File: src/common/wdt_pkg.sv
// Package: constants, register map and helpers of the watchdog block
package wdt_pkg;

  // Clock and low-power tick timing
  localparam int unsigned CLK_PERIOD_NS = 8;
  localparam int unsigned LPO_PERIOD_NS = 1000000;
  localparam int unsigned LPO_CYCLES    = LPO_PERIOD_NS / CLK_PERIOD_NS;
  localparam int unsigned DIV_W         = 17;

  // Overflow exponents: low-power clock short/long, bus clock short/long
  localparam int unsigned LOG_LPO_SHORT = 5;
  localparam int unsigned LOG_LPO_LONG  = 8;
  localparam int unsigned LOG_BUS_SHORT = 13;
  localparam int unsigned LOG_BUS_LONG  = 18;
  localparam int unsigned CNT_W         = 18;

  // Avalon-MM geometry and byte addresses
  localparam int unsigned ADDR_W = 5;
  localparam int unsigned DATA_W = 32;
  localparam logic [ADDR_W-1:0] ADR_OPT1  = 5'h00;
  localparam logic [ADDR_W-1:0] ADR_OPT2  = 5'h04;
  localparam logic [ADDR_W-1:0] ADR_RSS   = 5'h08;
  localparam logic [ADDR_W-1:0] ADR_ISTS  = 5'h0c;
  localparam logic [ADDR_W-1:0] ADR_IMASK = 5'h10;
  localparam logic [ADDR_W-1:0] ADR_CNT   = 5'h14;

  // Field positions
  localparam int unsigned OPT1_EN_BIT    = 0;
  localparam int unsigned OPT1_TLONG_BIT = 1;
  localparam int unsigned OPT2_CLKS_BIT  = 0;
  localparam int unsigned RSS_WDT_BIT    = 0;

  // Reset values; clock select 0 is the low-power clock, 1 the bus clock
  localparam logic RST_EN    = 1'b1;
  localparam logic RST_TLONG = 1'b1;
  localparam logic RST_CLKS  = 1'b0;

  // Interrupt event bits
  localparam int unsigned EV_W      = 3;
  localparam int unsigned EV_OVF    = 0;
  localparam int unsigned EV_SVC    = 1;
  localparam int unsigned EV_LOCKED = 2;

  // Terminal count for an overflow of 2**lg counting cycles
  function automatic logic [CNT_W-1:0] wdt_limit(input int unsigned lg);
    logic [63:0] v;
    v = (64'h1 << lg) - 64'h1;
    return v[CNT_W-1:0];
  endfunction

endpackage

File: src/common/wdt_tick_if.sv
// Interface: low-power tick between the divider and the watchdog core
`timescale 1ns/10ps
`default_nettype none
interface wdt_tick_if;
  logic run;
  logic tick;
  modport gen (input run, output tick);
  modport use_tick (output run, input tick);
endinterface // wdt_tick_if
`default_nettype wire

File: src/hdl/wdt_lpo_div.sv
// Divider: one-cycle tick at the low-power clock rate
`timescale 1ns/10ps
`default_nettype none
module wdt_lpo_div #(
  parameter int unsigned P_CYCLES = wdt_pkg::LPO_CYCLES
) (
  input  wire logic i_clk,
  input  wire logic i_arst_n,
  wdt_tick_if.gen   tk
);
  import wdt_pkg::*;

  typedef struct packed {
    logic [DIV_W-1:0] cnt;
    logic             tick;
  } wdt_div_t;

  localparam logic [DIV_W-1:0] LAST = DIV_W'(P_CYCLES - 1);

  wdt_div_t s_r;
  wdt_div_t s_nxt;

  always_comb begin
    s_nxt      = s_r;
    s_nxt.tick = 1'b0;
    // Idle divider restarts so the first tick is a full period away
    if (!tk.run) begin
      s_nxt.cnt = '0;
    end else if (s_r.cnt == LAST) begin
      s_nxt.cnt  = '0;
      s_nxt.tick = 1'b1;
    end else begin
      s_nxt.cnt = s_r.cnt + 1'b1;
    end
  end

  always_ff @(posedge i_clk or negedge i_arst_n) begin
    if (!i_arst_n) begin
      s_r <= '0;
    end else begin
      s_r <= s_nxt;
    end
  end

  assign tk.tick = s_r.tick;

endmodule // wdt_lpo_div
`default_nettype wire

File: src/hdl/wdt_top.sv
// Watchdog timer with write-once options and Avalon-MM registers
//
// Register access over Avalon-MM and the address map were left to the implementer.
`timescale 1ns/10ps
`default_nettype none
module wdt_top #(
  parameter int unsigned P_LPO_CYCLES  = wdt_pkg::LPO_CYCLES,
  parameter int unsigned P_BUS_SHORT_LG = wdt_pkg::LOG_BUS_SHORT,
  parameter int unsigned P_BUS_LONG_LG  = wdt_pkg::LOG_BUS_LONG
) (
  input  wire logic                       i_clk,
  input  wire logic                       i_arst_n,
  input  wire logic                       i_sys_rst,
  input  wire logic                       i_debug,
  input  wire logic                       i_stop,
  input  wire logic [wdt_pkg::ADDR_W-1:0] i_avs_address,
  input  wire logic                       i_avs_read,
  input  wire logic                       i_avs_write,
  input  wire logic [wdt_pkg::DATA_W-1:0] i_avs_writedata,
  input  wire logic [3:0]                 i_avs_byteenable,
  output logic      [wdt_pkg::DATA_W-1:0] o_avs_readdata,
  output logic                            o_avs_waitrequest,
  output logic                            o_irq,
  output logic                            o_wdt_reset_req
);
  import wdt_pkg::*;

  ////////////////////////////////////////////////////////////////////////
  typedef struct packed {
    logic              en;
    logic              tlong;
    logic              clks;
    logic              lock1;
    logic              lock2;
    logic [CNT_W-1:0]  cnt;
    logic              req;
    logic              cause;
    logic              rss_wdt;
    logic              stop_q;
    logic              sys_q;
    logic [EV_W-1:0]   ists;
    logic [EV_W-1:0]   imask;
    logic              irq;
    logic              wait_q;
    logic [DATA_W-1:0] rdata;
  } wdt_state_t;

  localparam wdt_state_t RST_STATE = '{
    en: RST_EN, tlong: RST_TLONG, clks: RST_CLKS, wait_q: 1'b1,
    default: '0};

  wdt_state_t       s_r;
  wdt_state_t       s_nxt;
  logic [CNT_W-1:0] lim_c;
  logic             tick_c;
  logic             acc_c;
  logic             wr_c;
  logic             rd_c;
  logic             be0_c;
  logic             first1_c;
  logic             first2_c;
  logic             svc_c;
  logic             clr_c;
  logic             stop_ent_c;
  logic             run_c;
  logic             ovf_c;
  logic [EV_W-1:0]  ev_c;

  wdt_tick_if tk ();

  wdt_lpo_div #(
    .P_CYCLES (P_LPO_CYCLES)
  ) u_div (
    .i_clk    (i_clk),
    .i_arst_n (i_arst_n),
    .tk       (tk.gen)
  );

  ////////////////////////////////////////////////////////////////////////
  // counting clock select
  assign tk.run = ~s_r.clks;
  assign tick_c = s_r.clks | tk.tick;

  always_comb begin
    unique case ({s_r.clks, s_r.tlong})
      2'b00: lim_c = wdt_limit(LOG_LPO_SHORT);
      2'b01: lim_c = wdt_limit(LOG_LPO_LONG);
      2'b10: lim_c = wdt_limit(P_BUS_SHORT_LG);
      2'b11: lim_c = wdt_limit(P_BUS_LONG_LG);
    endcase
  end

  // A write takes effect at the edge where waitrequest is seen low
  assign acc_c = (i_avs_read | i_avs_write) & ~s_r.wait_q;
  assign wr_c  = acc_c & i_avs_write;
  assign rd_c  = acc_c & i_avs_read;
  assign be0_c = i_avs_byteenable[0];

  // only the first write after reset is taken
  assign first1_c = wr_c & (i_avs_address == ADR_OPT1) & ~s_r.lock1;
  assign first2_c = wr_c & (i_avs_address == ADR_OPT2) & ~s_r.lock2;
  // any data and any lanes service the counter
  assign svc_c    = wr_c & (i_avs_address == ADR_RSS);
  // initial option writes also clear the counter
  assign clr_c    = svc_c | first1_c | first2_c;

  assign stop_ent_c = i_stop & ~s_r.stop_q;
  // counting needs enable, no debug, no stop
  assign run_c = s_r.en & ~i_debug & ~i_stop & tick_c;
  assign ovf_c = run_c & ~clr_c & (s_r.cnt == lim_c);

  always_comb begin
    ev_c            = '0;
    ev_c[EV_OVF]    = ovf_c;
    ev_c[EV_SVC]    = svc_c;
    ev_c[EV_LOCKED] = wr_c & (((i_avs_address == ADR_OPT1) & s_r.lock1) |
                              ((i_avs_address == ADR_OPT2) & s_r.lock2));
  end

  ////////////////////////////////////////////////////////////////////////
  always_comb begin
    s_nxt        = s_r;
    s_nxt.stop_q = i_stop;
    s_nxt.sys_q  = i_sys_rst;

    // Bus handshake: one wait cycle, then one cycle with waitrequest low
    s_nxt.wait_q = ~((i_avs_read | i_avs_write) & s_r.wait_q);
    if (i_avs_read & s_r.wait_q) begin
      s_nxt.rdata = '0;
      unique case (i_avs_address)
        ADR_OPT1: begin
          s_nxt.rdata[OPT1_EN_BIT]    = s_r.en;
          s_nxt.rdata[OPT1_TLONG_BIT] = s_r.tlong;
        end
        ADR_OPT2:  s_nxt.rdata[OPT2_CLKS_BIT] = s_r.clks;
        ADR_RSS:   s_nxt.rdata[RSS_WDT_BIT]   = s_r.rss_wdt;
        ADR_ISTS:  s_nxt.rdata[EV_W-1:0]      = s_r.ists;
        ADR_IMASK: s_nxt.rdata[EV_W-1:0]      = s_r.imask;
        ADR_CNT:   s_nxt.rdata[CNT_W-1:0]     = s_r.cnt;
        default:   s_nxt.rdata = '0;
      endcase
    end

    // option writes lock whether or not lane 0 is enabled
    if (first1_c) begin
      s_nxt.lock1 = 1'b1;
      if (be0_c) begin
        s_nxt.en    = i_avs_writedata[OPT1_EN_BIT];
        s_nxt.tlong = i_avs_writedata[OPT1_TLONG_BIT];
      end
    end
    if (first2_c) begin
      s_nxt.lock2 = 1'b1;
      if (be0_c) begin
        s_nxt.clks = i_avs_writedata[OPT2_CLKS_BIT];
      end
    end
    if (wr_c && (i_avs_address == ADR_IMASK) && be0_c) begin
      s_nxt.imask = i_avs_writedata[EV_W-1:0];
    end

    // request ends at the next tick of the counting clock
    if (s_r.req && tick_c) begin
      s_nxt.req = 1'b0;
    end

    // Counter; a service beats a stop entry, which beats counting
    if (clr_c) begin
      s_nxt.cnt = '0;
    end else if (!s_r.en) begin
      s_nxt.cnt = '0;
    end else if (stop_ent_c && !s_r.clks) begin
      // low-power clock restarts from zero after stop
      s_nxt.cnt = '0;
    end else if (ovf_c) begin
      s_nxt.cnt   = '0;
      s_nxt.req   = 1'b1;
      s_nxt.cause = 1'b1;
    end else if (run_c) begin
      s_nxt.cnt = s_r.cnt + 1'b1;
    end

    // Only the bits actually returned by a status read are cleared,
    // so an event landing during the read is kept
    if (rd_c && (i_avs_address == ADR_ISTS)) begin
      s_nxt.ists = s_r.ists & ~s_r.rdata[EV_W-1:0];
    end
    s_nxt.ists = s_nxt.ists | ev_c;

    // any system reset restores the option defaults; mask and status are kept
    if (i_sys_rst) begin
      s_nxt.en    = RST_EN;
      s_nxt.tlong = RST_TLONG;
      s_nxt.clks  = RST_CLKS;
      s_nxt.lock1 = 1'b0;
      s_nxt.lock2 = 1'b0;
      s_nxt.cnt   = '0;
      s_nxt.req   = 1'b0;
      s_nxt.cause = 1'b0;
      // cause sampled on the first reset cycle only
      if (!s_r.sys_q) begin
        s_nxt.rss_wdt = s_r.cause;
      end
    end

    s_nxt.irq = |(s_nxt.ists & s_nxt.imask);
  end

  always_ff @(posedge i_clk or negedge i_arst_n) begin
    if (!i_arst_n) begin
      s_r <= RST_STATE;
    end else begin
      s_r <= s_nxt;
    end
  end

  assign o_avs_readdata    = s_r.rdata;
  assign o_avs_waitrequest = s_r.wait_q;
  assign o_irq             = s_r.irq;
  assign o_wdt_reset_req   = s_r.req;
endmodule // wdt_top
`default_nettype wire

File: config.mk
export PLATFORM = sky130hd
export DESIGN_NAME = wdt_top
export DESIGN_NICKNAME = d
export VERILOG_FILES = /design/src/common/wdt_pkg.sv /design/src/common/wdt_tick_if.sv /design/src/hdl/wdt_lpo_div.sv /design/src/hdl/wdt_top.sv
export SDC_FILE = /design/constraint.sdc
export NUM_CORES = 1
export LEC_CHECK = 0
export BUFFER_PORTS_ARGS = -buffer_cell sky130_fd_sc_hd__buf_2
export CORE_MARGIN = 2
export CORE_UTILIZATION = 54
export DETAILED_ROUTE_END_ITERATION = 10
export PLACE_DENSITY = 0.88
export SLEW_MARGIN = 20
export SYNTH_ARGS = -nofsm -noshare
export SYNTH_HDL_FRONTEND = slang
export SYNTH_SLANG_ARGS = --single-unit
File: constraint.sdc
create_clock -name i_clk -period 2.23 [get_ports i_clk]
set_clock_uncertainty 0.15 [all_clocks]
set_input_delay 0.223 -clock i_clk [delete_from_list [all_inputs] [get_ports i_clk]]
set_output_delay 0.223 -clock i_clk [all_outputs]
set_load 0.02 [all_outputs]
Word level (Yosys, flattened, before mapping)
Cells that the tools add are included.
- word-level logic and storage cells: 117
- input port bits: 48
- flip-flop bits (word level): 72
- equality and inequality tests: 13
- multiplexer cells: 29
- bitwise gates (word level): 37
- reduce and logical (&&, ||, !) cells: 18
- add/subtract/negate cells: 2
- operators with widths (operator ; number):
    2-to-1 mux 18 bit ; 5
    one-hot mux 18 bit (4 select lines) ; 1
    2-to-1 mux 17 bit ; 2
    2-to-1 mux 26 bit ; 1
    bitwise AND 1 bit ; 19
    adder 18 x 1 -> 18 bit (second input constant) ; 1
    == test 18 bit ; 1
    adder 17 x 1 -> 17 bit (second input constant) ; 1
    == test 17 bit (second input constant) ; 1
    2-to-1 mux 15 bit ; 1
    2-to-1 mux 2 bit ; 6
    == test 5 x 4 -> 1 bit (second input constant) ; 2
    == test 5 bit (second input constant) ; 2
    nonzero test 2 bit ; 5
    inverter 1 bit ; 9
    2-to-1 mux 1 bit ; 8
    bitwise AND 3 bit ; 2
    2-to-1 mux 3 bit ; 2
    inequality test 6 x 2 -> 1 bit (second input constant) ; 1
    one-hot mux 1 bit (6 select lines) ; 1
    AND reduction 2 bit ; 3
    == test 5 x 3 -> 1 bit (second input constant) ; 1
    logical AND 1 bit ; 5
    logical NOT 5 bit ; 1
    other kinds (12) ; 18

Depth between registers and ports, before layout
Gate-level depths: netlist of the first run.
- depth in word-level cells: 15
- gate-level depth with buffers: 8
- gate-level depth less buffers: 6

Hierarchy
Synthesis of the first run repeated with hierarchy kept, for this count alone.
- cell total of the unflattened synthesis: 391
- area total of the unflattened synthesis: 3727.3 um2
- modules (own cells, without submodules) (module ; area an instance (um2) ; cells each ; seq. area each (um2) ; times used):
    wdt_top ; 2849.0 ; 303 ; 1355.0 ; 1
    wdt_lpo_div ; 878.3 ; 88 ; 450.4 ; 1

Worst setup path before layout of the first run
No wires, ideal clock.
- kind: flip-flop to flip-flop
- start point: register s_r[65] (netlist name)
- end point: register s_r[52] (netlist name)
- setup time: 121 ps
- stages on the path, launching flop included: 8
- arrival: 1564 ps
- slack: 395 ps
- data required time: 1959 ps
- path through: dfrtp_1 -> buf_2 -> a211o_1 -> nor4_1 -> o2111ai_2 -> nand2_2 -> buf_2 -> nor2_1
- word-level cells in the longest chain between the ends: 9
- RTL lines (item ; RTL line ; text):
    from (decl) ; wdt_top.sv:52 ; wdt_state_t s_r;
    from (signal assigned) ; wdt_top.sv:213 ; s_r <= s_nxt;
    == test 2 bit (tied with other cells) ; wdt_top.sv:85 ; unique case ({s_r.clks, s_r.tlong})
    one-hot mux 18 bit (4 select lines) or bitwise AND 1 bit (tied branches) ; wdt_top.sv:85, wdt_top.sv:109 ;
    == test 18 bit or bitwise AND 1 bit (tied branches) ; wdt_top.sv:110 ; assign ovf_c = run_c & ~clr_c & (s_r.cnt == lim_c);
    bitwise AND 1 bit ; wdt_top.sv:110 ;
    2-to-1 mux 18 bit ; wdt_top.sv:175 ; end else if (ovf_c) begin
    2-to-1 mux 18 bit ; wdt_top.sv:172 ; end else if (stop_ent_c && !s_r.clks) begin
    2-to-1 mux 18 bit ; wdt_top.sv:170 ; end else if (!s_r.en) begin
    2-to-1 mux 18 bit ; wdt_top.sv:168 ; if (clr_c) begin
    2-to-1 mux 26 bit ; wdt_top.sv:191 ; if (i_sys_rst) begin
Several ways; a longest one is shown, not always the timed one. The select of a mux whose other input is x is not followed.
A chain may end at the register's enable or synchronous reset.

Worst setup path in the final report of the first run
- start point: input i_stop
- end point: register s_r[50] (netlist name)
- word-level cells in the longest chain between the ends: 10
- RTL lines (item ; RTL line ; text):
    from (decl) ; wdt_top.sv:15 ; input wire logic i_stop,
    inverter 1 bit ; wdt_top.sv:109 ; assign run_c = s_r.en & ~i_debug & ~i_stop & tick_c;
    bitwise AND 1 bit (2 in series) ; wdt_top.sv:109 ;
    bitwise AND 1 bit (2 in series) ; wdt_top.sv:110 ;
    2-to-1 mux 18 bit ; wdt_top.sv:175 ;
    2-to-1 mux 18 bit ; wdt_top.sv:172 ;
    2-to-1 mux 18 bit ; wdt_top.sv:170 ;
    2-to-1 mux 18 bit ; wdt_top.sv:168 ;
    2-to-1 mux 26 bit ; wdt_top.sv:191 ;
Several ways; a longest one is shown, not always the timed one.

==> flow_summary_export.csv, run 1 <==
group,metric,value,unit
layout,final_common_cell,"dfrtp_1",
power_and_ir_drop,p_clk_share,38.3,%
floorplan,die_y,87.5,µm
sta,min_period,2.09,ns
clock_tree,cts_buffer_depth,2,
run_status,status,"finished, final reports clean",
hold_path,hold_path_depth,3,
global_routing,grt.overflow.total,0,
layout,layout_common_cells,"dfrtp_1, nor2_1, buf_2",
placement,port_buffers,36,
clock_tree,cts.htree.levels,3,
clock_tree,clk_pin_slew,0.08,ns
clock_tree,numCtsBuffers,9,
sta,hold_violations,0,
drt,drc_errors,0,
setup_path,worst_setup_path_end_kind,"flip-flop",
drt,post_drt_wl_per_cell,14.9,µm
setup_path,cp.arrival,2.17,ns
global_routing,busiest_layer,"met2",
sta,slew_headroom,58.0,%
layout,syn2layout_area_growth,10.1,%
logic_synthesis,synth_edf_count,0,
logic_synthesis,synth_seq_cells,72,
power_and_ir_drop,p_leak,1.97,nW
logic_synthesis,avgSynthCellArea,9.90,µm²
drt,route.vias.total,2706,
layout,drive_gt1_share,19.7,%
power_and_ir_drop,power,2.95,mW
global_routing,grtUsageMet2,33.1,%
floorplan,die_area,7650,µm²
clock_tree,cts_num_sinks,72,
clock_tree,root_buffer,"clkbuf_8",
clock_tree,cts_tree,"done",
global_routing,first_global_vias,2709,
drt,ant_nets,0,
setup_path,cp-start-kind,"input pin",
setup_path,path_class,"input pin to flip-flop",
floorplan,ios,83,
sta,setup_tns,0,ns
global_routing,grt_max_degree,73,
logic_synthesis,ys_seq_area_share,48.0,%
floorplan,rows,30,
global_routing,met1_usage,27.1,%
hold_path,hold_class,"input pin to flip-flop",
logic_synthesis,syn-cell-area,3760,µm²
sta,max_freq,0.478,GHz
power_and_ir_drop,vdd_ir_drop_max,0.347,mV
sta,fin_crit_sh,93.8,%
sta,tightestPinTransition,0.628,ns
flow_run,cap_violations,0,
floorplan,die_w,87.5,µm
drt,drt_iter0_drc,223,
drt,routed_wl,7310,µm
floorplan,start_util,55.7,%
sta,finalMaxSlewViolations,0,
floorplan,coreArea,6760,µm²
power_and_ir_drop,intPower,2.15,mW
power_and_ir_drop,powerDensity,711,nW/µm²
placement,post-dp-hpwl,4980,µm
drt,vias_per_cell,5.50,
power_and_ir_drop,p_seq_share,49.7,%
logic_synthesis,yosys_warnings,0,
sta,setup_viol_count_final,0,
clock_tree,clk_latency,0.36,ns
setup_path,reg2regPathDepth,6,
logic_synthesis,netlist_instances,380,
power_and_ir_drop,netSwitchingFraction,27.1,%
global_routing,grt_util_met3,4.83,%
layout,fin_nets,457,
power_and_ir_drop,combPwrFrac,12.0,%
logic_synthesis,ys_types,57,
logic_synthesis,async_reset_ff_share,100,%
global_routing,grt_pass1_wl,12500,µm
global_routing,grt_use_total,21.2,%
power_and_ir_drop,p_switching,798,µW
sta,rsz0062_at_grt,"false",
logic_synthesis,ys.flop_type,"dfrtp_1",
layout,antenna_cells,0,
drt,dr.pass1.iters,4,
placement,gp_congestion,0.864,
setup_path,critPathMaxFanout,14,
global_routing,antenna_found_initial,0,
setup_path,required,2.31,ns
==> timing repair <==
item | in CTS | in global routing
hold endpoints to repair | 82 | 0
endpoints found under the setup margin | 0 | 2
hold buffers | 8 | 0
resized for setup | 0 | 1
buffers inserted | 0 | 0
==> cells by family after synthesis <==
logic type | count (synthesis) | synth area share, %
AO/OA/AOI/OAI | 44 | 8.94
XOR/XNOR | 29 | 6.75
adder cells (fa/ha/maj) | 2 | 0.665
buffers and inverters | 56 | 9.11
flip-flops | 72 | 48.0
multiplexers | 12 | 3.86
other | 1 | 0.0996
AND/OR/NAND/NOR | 164 | 22.6
==> path summary, 6_finish.rpt <==
| check | from | end | slack (ns) |
|---|---|---|---|
| setup / recovery | i_stop | s_r[50] | 0.14 |
| hold / removal | i_avs_address[0] | o_avs_readdata[1] | 0.05 |
| setup reg to reg | s_r[45] | s_r[50] | 0.17 |
| hold reg to reg | s_r[40] | s_r[42] | 0.31 |
| max in group asynchronous | i_arst_n | o_avs_waitrequest | 1.33 |
| min in group asynchronous | i_arst_n | s_r[63] | 0.27 |
==> layer usage <==
metal | vias to the layer above | wire length [µm]
li1 | 1319 | -
met1 | 1296 | 3250
met4 | 0 | 225
met3 | 20 | 322
met2 | 71 | 3510
met5 | - | 0
==> metrics by stage <==
stage	std cells	hold slack [ns]	setup WS, ns	utilization, %	cell area, µm²
final	492	0.0507	0.138	61.4	4150
after global routing	492	0.0613	0.0310	61.4	4150
after CTS	492	0.0342	0.138	61.3	4140
after detailed placement	468	0.130	0.167	56.9	3840
after global placement	468	0.125	0.229	56.9	3840
after floorplan	393	-0.223	0.395	-	3810
==> state kept, by name, indices dropped and copies added (netlist names) <==
| signal | count |
|---|---|
| o_avs_readdata | 18 |
| o_avs_waitrequest | 1 |
| o_irq | 1 |
| o_wdt_reset_req | 1 |
| s_r | 33 |
| u_div.s_r | 17 |
| u_div.tk.tick | 1 |
==> power by group through the flow <==
stage          combinational (mW)  sequential, mW  clock (mW)
3_5_place_dp                0.340            1.49           0
4_1_cts                     0.355            1.46        1.16
5_1_grt                     0.402            1.48        1.21
3_3_place_gp                0.326            1.48           0
2_1_floorplan               0.277            1.46           0
6_report                    0.353            1.47        1.13
==> cell type report <==
class	instances	area, µm²
Clock inverter	7	96.3
Clock buffer	9	124
Timing Repair Buffer	50	318
Fill cell	540	2610
Tap cell	80	100
Multi-Input combinational cell	265	1670
Sequential cell	72	1810
Inverter	9	33.8
==> critical path: stages <==
cell and delay [ns]:
dlygate4sd3_1 0.53, buf_2 0.15, nand4bb_1 0.27, nor3b_2 0.25, o2111ai_2 0.28, nand2_2 0.32
o211ai_1 0.15
==> synth_stat cells (3+ instances only) <==
cell type / count / area share (%)
a21oi_1: 7 / 0.93
dfstp_2: 3 / 2.1
buf_4: 33 / 6.6
nor3_1: 7 / 0.93
xnor2_1: 14 / 3.3
mux2i_1: 7 / 1.9
a22o_1: 17 / 4.0
and4_1: 3 / 0.70
o211ai_1: 3 / 0.60
xor2_1: 15 / 3.5
nand2_1: 29 / 2.9
buf_2: 6 / 0.80
dfrtp_1: 69 / 46
nand2b_1: 6 / 1.0
nand3_1: 20 / 2.7
o21ai_0: 4 / 0.53
inv_1: 9 / 0.90
nor2_1: 55 / 5.5
clkbuf_1: 6 / 0.60
nand4_1: 8 / 1.3
and3_1: 7 / 1.2
nor4_1: 6 / 1.0
and2_1: 3 / 0.50
(Power assumes the default switching activity.)
==> inputs of run 2 (changes only) <==
- CTS_CLUSTER_DIAMETER: not set -> 100
- PLACE_DENSITY: 0.88 -> 0.8
==> flow_summary_export.csv, run 2 (synthesis gave the netlist of run 1 again) <==
group,metric,value,unit
run_status,status,"finished, final reports clean",
sta,fin_crit_sh,94.9,%
setup_path,reg2regPathDepth,5,
setup_path,cp-startpoint,"i_stop",
layout,largest-register,"s_r",
sta,min_period,2.12,ns
setup_path,cpMaxStageDelayCell,"dlygate4sd3_1",
setup_path,cp-endpoint,"s_r[50]",
drt,post_drt_wl_per_cell,14.9,µm
layout,largest_reg_flops,33,
drt,ant_nets,0,
placement,port_buffers,36,
setup_path,path_class,"input pin to flip-flop",
sta,setup_tns,0,ns
clock_tree,numCtsBuffers,9,
placement,gp_congestion,0.812,
power_and_ir_drop,p_seq_share,48.2,%
floorplan,ios,83,
drt,route.vias.total,2781,
setup_path,cp-start-kind,"input pin",
floorplan,die_w,87.5,µm
floorplan,die_area,7650,µm²
sta,setup_viol_count_final,0,
layout,syn2layout_area_growth,10.8,%
clock_tree,cts_tree,"done",
power_and_ir_drop,p_switching,777,µW
sta,rsz0062_at_grt,"false",
power_and_ir_drop,netSwitchingFraction,25.6,%
sta,hold_violations,0,
global_routing,grt_max_degree,51,
power_and_ir_drop,p_clk_share,40.1,%
drt,drc_errors,0,
power_and_ir_drop,powerDensity,729,nW/µm²
sta,max_freq,0.473,GHz
power_and_ir_drop,p_leak,1.99,nW
power_and_ir_drop,combPwrFrac,11.7,%
sta,tightestPinTransition,0.618,ns
setup_path,cp.arrival,2.19,ns
setup_path,slowest_delay,0.53,ns
drt,routed_wl,7330,µm
setup_path,worst_r2r_endpoint,"s_r[50]",
power_and_ir_drop,vdd_ir_drop_max,0.552,mV
global_routing,busiest_layer,"met2",
hold_path,hold_class,"input pin to flip-flop",
floorplan,coreArea,6760,µm²
placement,placedInstanceArea,3850,µm²
setup_path,reg2reg_from,"s_r[67]",
setup_path,worstSetupPathDepth,7,
layout,drive_gt1_share,19.4,%
layout,utilization,61.7,%
global_routing,grt_util_met3,4.93,%
placement,post-place-ws,0.107,ns
sta,slew_headroom,58.7,%
setup_path,crit_buf_inv,2,
flow_run,cap_violations,0,
floorplan,start_util,55.7,%
setup_path,required,2.30,ns
floorplan,die_y,87.5,µm
setup_path,critPathMaxFanout,14,
global_routing,antenna_found_initial,0,
floorplan,rows,30,
power_and_ir_drop,intPower,2.26,mW
setup_path,regToRegSetupSlack,0.17,ns
global_routing,first_global_vias,2648,
layout,antenna_cells,0,
global_routing,met1_usage,27.0,%
drt,drt_iter0_drc,129,
placement,post-dp-hpwl,5110,µm
global_routing,grt_use_total,20.8,%
drt,vias_per_cell,5.64,
layout,final_cell_area,4170,µm²
global_routing,grt_pass1_wl,12300,µm
drt,dr.pass1.iters,4,
clock_tree,cts.htree.levels,3,
sta,finalMaxSlewViolations,0,
clock_tree,root_buffer,"clkbuf_8",
clock_tree,clk_latency,0.35,ns
layout,layout_common_cells,"dfrtp_1, nor2_1, buf_2",
sta,hold_slack,0.0575,ns
global_routing,grt.overflow.total,0,
sta,worst_slack,0.114,ns
clock_tree,cts_num_sinks,72,
layout,final_common_cell,"dfrtp_1",
global_routing,grtUsageMet2,33.9,%
layout,fin_nets,458,
clock_tree,clk_pin_slew,0.07,ns
setup_path,critPathTopFamily,"simple AND/OR/NAND/NOR gates",
setup_path,worst_setup_path_end_kind,"flip-flop",
setup_path,crit_chain,"dlygate4sd3_1, buf_2, nand4bb_1, nor3b_2, o2111ai_2, nand2_4, o211ai_1",
clock_tree,cts_buffer_depth,2,
## run 2: final cells by class
type	instances	area (µm²)
clock buffers	10	128
repair buffers	51	325
fillers	560	2590
flip-flops and latches	72	1810
inverters	9	33.8
clock inverters	6	108
multi-input cells	265	1670
well taps	80	100
## run 2: through the flow
step	cells	power, mW
after floorplan	393	1.74
after global placement	469	1.81
after detailed placement	469	1.83
after CTS	493	3.07
after global routing	493	3.16
final	493	3.04
## run 2: tightest hold or removal path: stages
cell,delay (ns)
buf_2,0.09
or2_4,0.13
o31ai_1,0.07
## run 2: metal layers
metal  vias up  share of wire (%)  wire, µm
li1       1326                  -         -
met1      1378                 46      3340
met2        65                 49      3590
met3        12                3.6       263
met4         0                1.9       142
met5         -                  0         0
## run 2: power by group through the flow
| stage | Combinational, mW | Clock (mW) | Sequential [mW] |
|---|---|---|---|
| after global placement | 0.331 | 0 | 1.48 |
| after global routing | 0.403 | 1.29 | 1.47 |
| after floorplan | 0.277 | 0 | 1.46 |
| after CTS | 0.360 | 1.24 | 1.46 |
| after detailed placement | 0.343 | 0 | 1.49 |
| final | 0.356 | 1.22 | 1.46 |
## run 2: worst min-delay path by stage
stage                          start                 to  slack, ns  cells after the start
floorplan                   i_arst_n  o_avs_readdata[0]      -0.22                      0
finish              i_avs_address[0]  o_avs_readdata[1]       0.06                      3
CTS                 i_avs_address[0]  o_avs_readdata[1]       0.04                      3
global placement            i_arst_n            s_r[63]       0.08                      1
detailed placement          i_arst_n            s_r[64]       0.09                      1
global route        i_avs_address[1]  o_avs_readdata[1]       0.08                      3
## run 2: timing repair
item,in CTS,in global routing
hold buffers,8,0
setup endpoints to repair,0,2
resized for setup,0,1
setup buffers,0,0
hold endpoints to repair,33,0
